## src/inc/bscc_regs.vh

```
// Constants for the boundary-scan cell chain
`ifndef BSCC_REGS_VH
`define BSCC_REGS_VH

// Instruction register
`define BSCC_IR_W          10
`define BSCC_IR_SAMPLE     10'h005
`define BSCC_IR_EXTEST     10'h00F
`define BSCC_IR_HIGHZ      10'h00B
`define BSCC_IR_CLAMP      10'h00A

// Cell layout, serial order in -> oe -> out
`define BSCC_CELL_W        3
`define BSCC_BIT_IN        0
`define BSCC_BIT_OE        1
`define BSCC_BIT_OUT       2
`define BSCC_CELL_RST      3'h0

// Default pin counts per type, 201 cells = 603 bits
`define BSCC_N_UIO         190
`define BSCC_N_DIN         8
`define BSCC_N_ODB         2
`define BSCC_N_DOUT        1

// Constant capture values
`define BSCC_LO            1'b0
`define BSCC_HI            1'b1

// Data-register phase states, one-hot
`define BSCC_ST_W          4
`define BSCC_ST_IDLE       4'h1
`define BSCC_ST_CAP        4'h2
`define BSCC_ST_SHIFT      4'h4
`define BSCC_ST_UPD        4'h8

`endif

```

## src/rtl/bscc_chain.v

```verilog
// Boundary-scan register: cell chain, pin muxing and instruction decode
//
// How it works
// [RULE_01] Boundary register is one serial chain from test data in to out.
// [RULE_02] Every scanned pin adds one 3-bit cell to the chain.
// [RULE_03] Chain length is a per-device parameter, 603 to 1632 bits.
// [RULE_04] Chain tests external connections and captures internal core signals.
// [RULE_05] Capture stage samples core output data, output enable and pad input.
// [RULE_06] Update stage gives pad value and pad enable when test selects it.
// [RULE_07] Shift, capture and update strobes come from the outside TAP controller.
// [RULE_08] Cell mode select is decoded from the instruction register contents.
// [RULE_09] Float signal is high while the high-impedance instruction is active.
// [RULE_10] Serial data passes each cell in to out, test data in to out.
// [RULE_11] User pins capture out, oe, pad; drive pad, pad enable, core input.
// [RULE_12] Dedicated inputs capture 0, 1 and pad; no update stage used.
// [RULE_13] Open-drain config pins capture 0, real enable and pad; no update.
// [RULE_14] Dedicated outputs capture real data, then 0 and 0; no update.
// [RULE_15] Test-port, power and ground pins have no cells in the chain.
// [RULE_16] Code 00 0000 0101 selects chain for sample/preload, non-disturbing.
// [RULE_17] Code 00 0000 1111 selects external test; pins driven from update.
// [RULE_18] Tester changes data in on falling edge; chain samples on rising.
// [RULE_19] Serial out changes on falling edge, high impedance when not shifting.
// [RULE_20] Code 00 0000 1011 uses bypass and tri-states every user pin; here no bypass path exists, TDO stays released.
// [RULE_21] Bus-hold and weak pull-up stay on through highz, clamp, extest.
// [RULE_22] Capture loads in capture, shifts in shift, update loads in update.
// [RULE_23] Instruction register is 10 bits, codes compared on all ten bits.
`timescale 1ns/1ps
`include "bscc_regs.vh"
module bscc_chain #(
  parameter N_UIO  = `BSCC_N_UIO,
  parameter N_DIN  = `BSCC_N_DIN,
  parameter N_ODB  = `BSCC_N_ODB,
  parameter N_DOUT = `BSCC_N_DOUT
) (
  // Clock and reset
  input  wire                  clk_in,
  input  wire                  rst_n_in,
  // Test clock and serial pins
  input  wire                  tck_in,
  input  wire                  tdi_in,
  output wire                  tdo_out,
  output wire                  tdo_oe_out,
  // TAP controller state strobes and instruction
  input  wire                  capture_dr_in,
  input  wire                  shift_dr_in,
  input  wire                  update_dr_in,
  input  wire [`BSCC_IR_W-1:0] ir_in,
  // User I/O pins, core side
  input  wire [N_UIO-1:0]      core_output_data_in,
  input  wire [N_UIO-1:0]      core_output_enable_in,
  output wire [N_UIO-1:0]      core_input_drive_out,
  // User I/O pins, pad side
  input  wire [N_UIO-1:0]      uio_pad_in,
  output wire [N_UIO-1:0]      uio_pad_out,
  output wire [N_UIO-1:0]      uio_pad_oe_out,
  output wire [N_UIO-1:0]      uio_hold_en_out,
  // Dedicated clock and configuration inputs
  input  wire [N_DIN-1:0]      din_pad_in,
  output wire [N_DIN-1:0]      din_core_out,
  // Dedicated open-drain configuration pins
  input  wire [N_ODB-1:0]      odb_core_oe_in,
  input  wire [N_ODB-1:0]      odb_pad_in,
  output wire [N_ODB-1:0]      odb_pad_oe_out,
  output wire [N_ODB-1:0]      odb_core_out,
  // Dedicated outputs
  input  wire [N_DOUT-1:0]     dout_core_data_in,
  output wire [N_DOUT-1:0]     dout_pad_out,
  // Decoded status
  output wire                  scan_float_out,
  output wire                  scan_mode_out
);

  localparam N_CELL = N_UIO + N_DIN + N_ODB + N_DOUT;
  localparam O_DIN  = N_UIO;
  localparam O_ODB  = N_UIO + N_DIN;
  localparam O_DOUT = N_UIO + N_DIN + N_ODB;
  localparam N_TAP  = 5 + `BSCC_IR_W;
  localparam N_PAD  = N_UIO + N_DIN + N_ODB;

  // Everything from the TAP side and from pads is asynchronous here
  wire [N_TAP-1:0]      tap_s;
  wire [N_PAD-1:0]      pad_s;
  wire                  tck_s;
  wire                  tdi_s;
  wire                  cap_s;
  wire                  shf_s;
  wire                  upd_s;
  wire [`BSCC_IR_W-1:0] ir_s;
  wire [N_UIO-1:0]      uio_pad_s;
  wire [N_DIN-1:0]      din_pad_s;
  wire [N_ODB-1:0]      odb_pad_s;

  bscc_sync #(.WIDTH(N_TAP)) u_tap_sync (
    .clk_in   (clk_in),
    .rst_n_in (rst_n_in),
    .async_in ({tck_in, tdi_in, capture_dr_in, shift_dr_in, update_dr_in, ir_in}),
    .sync_out (tap_s)
  );

  bscc_sync #(.WIDTH(N_PAD)) u_pad_sync (
    .clk_in   (clk_in),
    .rst_n_in (rst_n_in),
    .async_in ({odb_pad_in, din_pad_in, uio_pad_in}),
    .sync_out (pad_s)
  );

  assign tck_s     = tap_s[N_TAP-1];
  assign tdi_s     = tap_s[N_TAP-2];
  assign cap_s     = tap_s[N_TAP-3];
  assign shf_s     = tap_s[N_TAP-4];
  assign upd_s     = tap_s[N_TAP-5];
  assign ir_s      = tap_s[`BSCC_IR_W-1:0];
  assign uio_pad_s = pad_s[N_UIO-1:0];
  assign din_pad_s = pad_s[O_ODB-1:O_DIN];
  assign odb_pad_s = pad_s[N_PAD-1:O_ODB];

  // Test clock edge detection on the synchronised level
  reg  tck_d_r;
  wire tck_rise;
  wire tck_fall;

  always @(posedge clk_in) begin
    if (!rst_n_in) begin
      tck_d_r <= `BSCC_LO;
    end else begin
      tck_d_r <= tck_s;
    end
  end

  assign tck_rise = tck_s & ~tck_d_r;
  assign tck_fall = ~tck_s & tck_d_r;

  // Instruction decode, full-width compare
  wire ir_sample;
  wire ir_extest;
  wire ir_highz;
  wire ir_clamp;
  wire chain_sel;
  wire test_mode;

  assign ir_sample = (ir_s == `BSCC_IR_SAMPLE); // [RULE_16] [RULE_23]
  assign ir_extest = (ir_s == `BSCC_IR_EXTEST); // [RULE_17] [RULE_23]
  assign ir_highz  = (ir_s == `BSCC_IR_HIGHZ);  // [RULE_20] [RULE_23]
  assign ir_clamp  = (ir_s == `BSCC_IR_CLAMP);  // [RULE_23]
  assign chain_sel = ir_sample | ir_extest;
  // Clamp also holds pins from the update stages
  assign test_mode = ir_extest | ir_clamp;      // [RULE_08]

  // Phase tracker, latched from TAP strobes on each edge
  reg [`BSCC_ST_W-1:0] st_r;
  reg [`BSCC_ST_W-1:0] st_nxt;

  always @* begin
    st_nxt = st_r;
    case (st_r)
      `BSCC_ST_IDLE,
      `BSCC_ST_UPD: begin
        if (cap_s) begin
          st_nxt = `BSCC_ST_CAP;
        end else if (shf_s) begin
          st_nxt = `BSCC_ST_SHIFT;
        end else if (upd_s) begin
          st_nxt = `BSCC_ST_UPD;
        end else begin
          st_nxt = `BSCC_ST_IDLE;
        end
      end
      `BSCC_ST_CAP,
      `BSCC_ST_SHIFT: begin
        if (shf_s) begin
          st_nxt = `BSCC_ST_SHIFT;
        end else if (upd_s) begin
          st_nxt = `BSCC_ST_UPD;
        end else if (cap_s) begin
          st_nxt = `BSCC_ST_CAP;
        end else begin
          st_nxt = `BSCC_ST_IDLE;
        end
      end
      default: begin
        st_nxt = `BSCC_ST_IDLE;
      end
    endcase
  end

  always @(posedge clk_in) begin
    if (!rst_n_in) begin
      st_r <= `BSCC_ST_IDLE;
    end else if (tck_rise | tck_fall) begin
      st_r <= st_nxt;
    end
  end

  // One-cycle strobes into every cell
  wire cell_cap;
  wire cell_shift;
  wire cell_upd;

  assign cell_cap   = chain_sel & tck_rise & cap_s;   // [RULE_07] [RULE_22]
  assign cell_shift = chain_sel & tck_rise & shf_s;   // [RULE_18] [RULE_22]
  // Update on falling edge so pins change away from capture
  assign cell_upd   = chain_sel & tck_fall & upd_s &
                      (st_r != `BSCC_ST_UPD);        // [RULE_22]

  // Serial chain, cell 0 nearest test data in
  wire [N_CELL:0]  chain_w;
  wire [N_UIO-1:0] upd_out_w;
  wire [N_UIO-1:0] upd_oe_w;
  wire [N_UIO-1:0] upd_in_w;

  assign chain_w[0] = tdi_s; // [RULE_01] [RULE_10]

  genvar gi;
  generate
    for (gi = 0; gi < N_CELL; gi = gi + 1) begin : g_cell
      if (gi < O_DIN) begin : g_uio
        bscc_cell u_cell (
          .clk_in          (clk_in),
          .rst_n_in        (rst_n_in),
          .cap_en_in       (cell_cap),
          .shift_en_in     (cell_shift),
          .upd_en_in       (cell_upd),
          .cell_serial_in  (chain_w[gi]),
          .cell_serial_out (chain_w[gi+1]),
          .cap_out_in      (core_output_data_in[gi]),   // [RULE_05] [RULE_11]
          .cap_oe_in       (core_output_enable_in[gi]), // [RULE_04]
          .cap_pin_in      (uio_pad_s[gi]),
          .upd_out_out     (upd_out_w[gi]),             // [RULE_06]
          .upd_oe_out      (upd_oe_w[gi]),
          .upd_in_out      (upd_in_w[gi])
        ); // [RULE_02]
      end else if (gi < O_ODB) begin : g_din
        bscc_cell u_cell (
          .clk_in          (clk_in),
          .rst_n_in        (rst_n_in),
          .cap_en_in       (cell_cap),
          .shift_en_in     (cell_shift),
          .upd_en_in       (cell_upd),
          .cell_serial_in  (chain_w[gi]),
          .cell_serial_out (chain_w[gi+1]),
          .cap_out_in      (`BSCC_LO),                  // [RULE_12]
          .cap_oe_in       (`BSCC_HI),
          .cap_pin_in      (din_pad_s[gi-O_DIN]),
          .upd_out_out     (),
          .upd_oe_out      (),
          .upd_in_out      ()
        );
      end else if (gi < O_DOUT) begin : g_odb
        bscc_cell u_cell (
          .clk_in          (clk_in),
          .rst_n_in        (rst_n_in),
          .cap_en_in       (cell_cap),
          .shift_en_in     (cell_shift),
          .upd_en_in       (cell_upd),
          .cell_serial_in  (chain_w[gi]),
          .cell_serial_out (chain_w[gi+1]),
          .cap_out_in      (`BSCC_LO),                  // [RULE_13]
          .cap_oe_in       (odb_core_oe_in[gi-O_ODB]),
          .cap_pin_in      (odb_pad_s[gi-O_ODB]),
          .upd_out_out     (),
          .upd_oe_out      (),
          .upd_in_out      ()
        );
      end else begin : g_dout
        bscc_cell u_cell (
          .clk_in          (clk_in),
          .rst_n_in        (rst_n_in),
          .cap_en_in       (cell_cap),
          .shift_en_in     (cell_shift),
          .upd_en_in       (cell_upd),
          .cell_serial_in  (chain_w[gi]),
          .cell_serial_out (chain_w[gi+1]),
          .cap_out_in      (dout_core_data_in[gi-O_DOUT]), // [RULE_14]
          .cap_oe_in       (`BSCC_LO),
          .cap_pin_in      (`BSCC_LO),
          .upd_out_out     (),
          .upd_oe_out      (),
          .upd_in_out      ()
        );
      end
    end
  endgenerate
  // Test-port and supply pins simply have no entry above [RULE_15] [RULE_03]

  // Serial output, launched on the falling edge
  reg tdo_r;
  reg tdo_oe_r;

  always @(posedge clk_in) begin
    if (!rst_n_in) begin
      tdo_r    <= `BSCC_LO;
      tdo_oe_r <= `BSCC_LO;
    end else if (tck_fall) begin
      tdo_r    <= chain_w[N_CELL];      // [RULE_19] [RULE_01]
      tdo_oe_r <= chain_sel & shf_s;    // [RULE_19]
    end
  end

  // Pin and core paths, registered so outputs come from flops
  reg [N_UIO-1:0]  uio_pad_r;
  reg [N_UIO-1:0]  uio_oe_r;
  reg [N_UIO-1:0]  core_in_r;
  reg [N_UIO-1:0]  hold_en_r;
  reg [N_DIN-1:0]  din_core_r;
  reg [N_ODB-1:0]  odb_oe_r;
  reg [N_ODB-1:0]  odb_core_r;
  reg [N_DOUT-1:0] dout_pad_r;
  reg              float_r;
  reg              mode_r;

  always @(posedge clk_in) begin
    if (!rst_n_in) begin
      uio_pad_r  <= {N_UIO{`BSCC_LO}};
      uio_oe_r   <= {N_UIO{`BSCC_LO}};
      core_in_r  <= {N_UIO{`BSCC_LO}};
      hold_en_r  <= {N_UIO{`BSCC_HI}};
      din_core_r <= {N_DIN{`BSCC_LO}};
      odb_oe_r   <= {N_ODB{`BSCC_LO}};
      odb_core_r <= {N_ODB{`BSCC_LO}};
      dout_pad_r <= {N_DOUT{`BSCC_LO}};
      float_r    <= `BSCC_LO;
      mode_r     <= `BSCC_LO;
    end else begin
      float_r    <= ir_highz;                                      // [RULE_09]
      mode_r     <= test_mode;                                     // [RULE_08]
      uio_pad_r  <= test_mode ? upd_out_w : core_output_data_in;   // [RULE_06] [RULE_17]
      if (ir_highz) begin
        uio_oe_r <= {N_UIO{`BSCC_LO}};                             // [RULE_20]
      end else begin
        uio_oe_r <= test_mode ? upd_oe_w : core_output_enable_in;  // [RULE_16]
      end
      core_in_r  <= test_mode ? upd_in_w : uio_pad_s;              // [RULE_11]
      // Keepers never follow the tri-state, they override it
      hold_en_r  <= {N_UIO{`BSCC_HI}};                             // [RULE_21]
      din_core_r <= din_pad_s;
      odb_oe_r   <= odb_core_oe_in;
      odb_core_r <= odb_pad_s;
      dout_pad_r <= dout_core_data_in;
    end
  end

  assign tdo_out              = tdo_r;
  assign tdo_oe_out           = tdo_oe_r;
  assign uio_pad_out          = uio_pad_r;
  assign uio_pad_oe_out       = uio_oe_r;
  assign core_input_drive_out = core_in_r;
  assign uio_hold_en_out      = hold_en_r;
  assign din_core_out         = din_core_r;
  assign odb_pad_oe_out       = odb_oe_r;
  assign odb_core_out         = odb_core_r;
  assign dout_pad_out         = dout_pad_r;
  assign scan_float_out       = float_r;
  assign scan_mode_out        = mode_r;

endmodule // bscc_chain

```

## src/rtl/bscc_sync.v

```verilog
// Two-flop synchroniser for a vector of asynchronous levels
`timescale 1ns/1ps
module bscc_sync #(
  parameter WIDTH = 1
) (
  // Clock and reset
  input  wire             clk_in,
  input  wire             rst_n_in,
  // Levels
  input  wire [WIDTH-1:0] async_in,
  output wire [WIDTH-1:0] sync_out
);

  reg [WIDTH-1:0] meta_r;
  reg [WIDTH-1:0] sync_r;

  always @(posedge clk_in) begin
    if (!rst_n_in) begin
      meta_r <= {WIDTH{1'b0}};
      sync_r <= {WIDTH{1'b0}};
    end else begin
      meta_r <= async_in;
      sync_r <= meta_r;
    end
  end

  assign sync_out = sync_r;

endmodule // bscc_sync

```

## src/rtl/bscc_cell.v

```verilog
// One 3-bit boundary-scan cell: capture/shift stage and update stage
`timescale 1ns/1ps
`include "bscc_regs.vh"
module bscc_cell (
  // Clock and reset
  input  wire clk_in,
  input  wire rst_n_in,
  // Strobes from the chain control
  input  wire cap_en_in,
  input  wire shift_en_in,
  input  wire upd_en_in,
  // Serial path
  input  wire cell_serial_in,
  output wire cell_serial_out,
  // Capture sources
  input  wire cap_out_in,
  input  wire cap_oe_in,
  input  wire cap_pin_in,
  // Update stage
  output wire upd_out_out,
  output wire upd_oe_out,
  output wire upd_in_out
);

  reg [`BSCC_CELL_W-1:0] cap_r;
  reg [`BSCC_CELL_W-1:0] upd_r;

  always @(posedge clk_in) begin
    if (!rst_n_in) begin
      cap_r <= `BSCC_CELL_RST;
    end else if (cap_en_in) begin
      cap_r[`BSCC_BIT_OUT] <= cap_out_in;
      cap_r[`BSCC_BIT_OE]  <= cap_oe_in;
      cap_r[`BSCC_BIT_IN]  <= cap_pin_in;
    end else if (shift_en_in) begin
      cap_r <= {cap_r[`BSCC_CELL_W-2:0], cell_serial_in};
    end
  end

  // Update stage holds while the capture stage shifts
  always @(posedge clk_in) begin
    if (!rst_n_in) begin
      upd_r <= `BSCC_CELL_RST;
    end else if (upd_en_in) begin
      upd_r <= cap_r;
    end
  end

  assign cell_serial_out = cap_r[`BSCC_BIT_OUT];
  assign upd_out_out     = upd_r[`BSCC_BIT_OUT];
  assign upd_oe_out      = upd_r[`BSCC_BIT_OE];
  assign upd_in_out      = upd_r[`BSCC_BIT_IN];

endmodule // bscc_cell

```

## config.mk

```make
export PLATFORM = sky130hd
export DESIGN_NAME = bscc_chain
export DESIGN_NICKNAME = d
export VERILOG_FILES = /design/src/rtl/bscc_chain.v /design/src/rtl/bscc_sync.v /design/src/rtl/bscc_cell.v
export VERILOG_INCLUDE_DIRS = /design/src /design/src/inc
export SDC_FILE = /design/constraint.sdc
export NUM_CORES = 2
export LEC_CHECK = 0
export BUFFER_PORTS_ARGS = -buffer_cell sky130_fd_sc_hd__buf_2
export CAP_MARGIN = 20
export CORE_AREA = 2 2 543 545
export DETAILED_ROUTE_END_ITERATION = 10
export DIE_AREA = 0 0 545 547
export SYNTH_ARGS = -nofsm -noshare
export SYNTH_HDL_FRONTEND = slang
export SYNTH_SLANG_ARGS = --single-unit
```

## constraint.sdc

```tcl
create_clock -name clk_in -period 2 [get_ports clk_in]
set_input_delay 0.4 -clock clk_in [delete_from_list [all_inputs] [get_ports clk_in]]
set_output_delay 0.4 -clock clk_in [all_outputs]
set_load 0.01 [all_outputs]
```

==> run_results.csv <==
group,metric,value,unit
run_status,outcome,"finished, violations left",
run_status,violations,"negative setup slack",
sta,skew,0.0551,ns
drt,drt_wl_total,304000,um
place,io_buffers,1186,
worst_setup_path,critPathMostFrequentCell,"buf_6",
min_path,min_from,"uio_pad_in[161]",
power_and_ir_drop,seqPwrFrac,46.5,%
min_path,min_path_type,"input port to flop",
sta,final-setup-viol-count,450,
worst_setup_path,path_buf_inv,5,
worst_setup_path,timing.rr.start,"u_tap_sync.sync_out[5]",
worst_setup_path,worstPathArrival,2.87,ns
worst_setup_path,reg2reg_slack,-0.11,ns
min_path,hold_depth,3,
worst_setup_path,cp.depth,9,
power_and_ir_drop,switching_share,23.7,%
drt,wl_met3,22400,um
worst_setup_path,r2r_cells,9,
die,core_area,0.293,mm2
die,num_io_pins,1377,
synth,async_reset_ff_share,0,%
clocking,cts_root_buf,"clkbuf_16",
sta,finalCritPeriodShare,106,%
drt,top_layer,"met5",
synth,syn_avg_cell_area,9.46,um2
sta,finalWorstPathRequiredPeriod,2.11,ns
power_and_ir_drop,peakVddDrop,0.000884,V
synth,synth_area,0.0759,mm2
sta,tns,-18.01,ns
synth,yosys_register_bits,2195,
place,place_area,0.0881,mm2
worst_setup_path,cp.required,2.76,ns
sta,max_slew.worst_pin.slew,0.616,ns
final_layout,layout.nets,10456,
power_and_ir_drop,p_leak,41.1,nW
place,pre_cts_ws,-0.335,ns
die,die_area,0.298,mm2
clocking,cts.clk_slew.worst_paths,0.07,ns
clocking,cts_sinks,2195,
power_and_ir_drop,clkPwrFrac,47.4,%
drt,drt-met1-wl,125000,um
worst_setup_path,crit_start,"u_tap_sync.sync_out[5]",
clocking,cts_buffer_depth,4,
worst_setup_path,cp_slowest_cell,"dfxtp_2",
global_route,grtUsageTotal,19.0,%
final_layout,fin_util,35.6,%
drt,drc,0,
job,maxCapViolCount,0,
place,place_congestion,0.889,
synth,yosysTopAreaCell,"dfxtp_1",
synth,ys_seq_area_share,57.9,%
worst_setup_path,max_stage_delay,0.33,ns
die,fp.dieH,547,um
clocking,clk_latency,0.89,ns
synth,synth_top_area_share,57.9,%
final_layout,drive_above_1_share,21.6,%
power_and_ir_drop,power_density,933,mW/mm2
synth,yosysUniqueCellTypes,40,
synth,synth_edf_count,0,
drt,firstDrtPassIters,6,
power_and_ir_drop,power_frac_comb,6.1,%
drt,vias,64765,
final_layout,design_area,0.104,mm2
sta,slew_headroom,58.9,%
synth,ys.flop_type,"dfxtp_1",
synth,yosys_warnings,0,
clocking,cts_tree,"done",
sta,hold_viol,0,
sta,final_max_slew_viol_count,0,
drt,met2_length,142000,um
power_and_ir_drop,power.internal,74.1,mW
power_and_ir_drop,p_sw,23.0,mW
worst_setup_path,cp-end-kind,"flop",
global_route,grt-ovfl-total,0,
drt,drtIter0Drc,4903,
worst_setup_path,startpoint_type,"flop",
synth,syn_inst,8018,
sta,rsz0062_at_grt,"yes",
final_layout,fill_cells,29343,
worst_setup_path,cp_max_fo,20,
clocking,cts_buffers,235,
final_layout,mostFrequentLayoutCells,"2179 x dfxtp_1, 1169 x buf_2, 1144 x nand2_1",
clocking,htree_levels,4,
worst_setup_path,critPathKind,"flop to flop",
sta,fin_ws,-0.114,ns
global_route,antenna_found_initial,74,
place,dp_hpwl,221000,um
die,start_util,25.9,%
worst_setup_path,path_cells,"nor4_4, buf_4, buf_6, nand4_1, buf_6, buf_12, clkbuf_16, o21ai_1, nor2_1",
die,num_rows,199,
synth,synthTopCellsByArea,"dfxtp_1 58%, mux2i_1 7.7%, o21ai_0 6.4%",
sta,max_clock_freq,473,MHz
drt,avgViaCountPerCell,4.62,
drt,wl_per_cell,21.7,um
sta,whs,0.225,ns
global_route,grt_pass1_vias,61253,
die,die_width,545,um
final_layout,layout_commonest_cell,"dfxtp_1",
drt,ant_nets,0,
final_layout,syn_to_final_growth,37.2,%
global_route,grt_pass1_wl,422000,um
worst_setup_path,crit_family,"buffers and inverters",
global_route,grt_start_max_net_pins,156,
==> cell families after synthesis <==
group	share of synthesized area (%)
buf+inv	5.63
mux	7.69
xor+xnor	0.0346
flops	57.9
compound gates	13.6
fa+ha+maj	0.0330
other cells	0.00494
simple gates	15.1
==> path summary, 6_finish.rpt <==
path	end
setup reg to reg	g_cell[3].g_uio.u_cell.cap_r[1]
setup / recovery	g_cell[3].g_uio.u_cell.cap_r[1]
hold / removal	u_pad_sync.meta_r[161]
hold reg to reg	u_pad_sync.sync_out[186]
==> layer usage <==
| layer | GRT usage [%] | vias up |
|---|---|---|
| li1 | - | 30874 |
| met2 | 31.4 | 2347 |
| met1 | 23.4 | 30942 |
| met5 | 0 | - |
| met4 | 8.57 | 22 |
| met3 | 4.45 | 580 |
==> worst min-delay path, delay by kind of cell <==
kind	cells	cell delay (ns)
simple gates	1	0.10
buf+inv	2	0.60
==> metrics by stage <==
step                power, mW  cells
floorplan                48.1   8207
global placement         50.8  12890
detailed placement       50.8  12890
CTS                      98.0  13943
global route              100  13996
finish                   97.1  14013
==> synth_stat cells (3+ instances only) <==
master,count
and4_1,3
buf_2,142
clkbuf_1,466
o21ai_0,966
mux2i_1,583
o22ai_1,590
buf_1,36
nand3_1,383
dfxtp_1,2195
buf_4,220
a22o_1,190
nand4_1,4
inv_1,7
nor2_1,611
and2_1,446
nand2_1,1144
==> state kept, by name (all words and copies together) (netlist names), 4 cells and up <==
signal                     count
g_cell.g_uio.u_cell.cap_r    570
g_cell.g_uio.u_cell.upd_r    570
u_pad_sync.meta_r            200
u_pad_sync.sync_out          200
core_input_drive_out         190
uio_pad_oe_out               190
uio_pad_out                  190
g_cell.g_din.u_cell.cap_r     24
u_tap_sync.meta_r             15
u_tap_sync.sync_out           15
din_core_out                   8
g_cell.g_odb.u_cell.cap_r      6
st_r                           4
==> area by class of cell <==
type / instances / area (um2) / area share, %
Tap cell: 3919 / 4900 / 4.71
Multi-Input combinational cell: 5141 / 28800 / 27.7
Antenna cell: 43 / 108 / 0.103
Sequential cell: 2195 / 44000 / 42.2
Clock inverter: 105 / 1410 / 1.36
Timing Repair Buffer: 2274 / 18000 / 17.3
Clock buffer: 329 / 6810 / 6.54
Inverter: 7 / 26.3 / 0.0252
==> power groups by stage <==
| stage | logic, mW | clock network [mW] | registers, mW |
|---|---|---|---|
| final | 5.91 | 46.1 | 45.1 |
| after floorplan | 1.99 | 0 | 46.1 |
| after CTS | 5.84 | 47.1 | 45.1 |
| after global placement | 4.76 | 0 | 46.1 |
| after detailed placement | 4.74 | 0 | 46.1 |
| after global routing | 6.33 | 48.9 | 45.2 |
==> timing repair <==
item,in CTS,in global routing
gates resized for setup,133,263
pin swaps,3,8
hold buffers,599,0
hold endpoints to repair,981,0
buffers inserted,14,8
gates cloned,6,21
setup endpoints to repair,839,1241
Power figures use the tool's default switching activity.
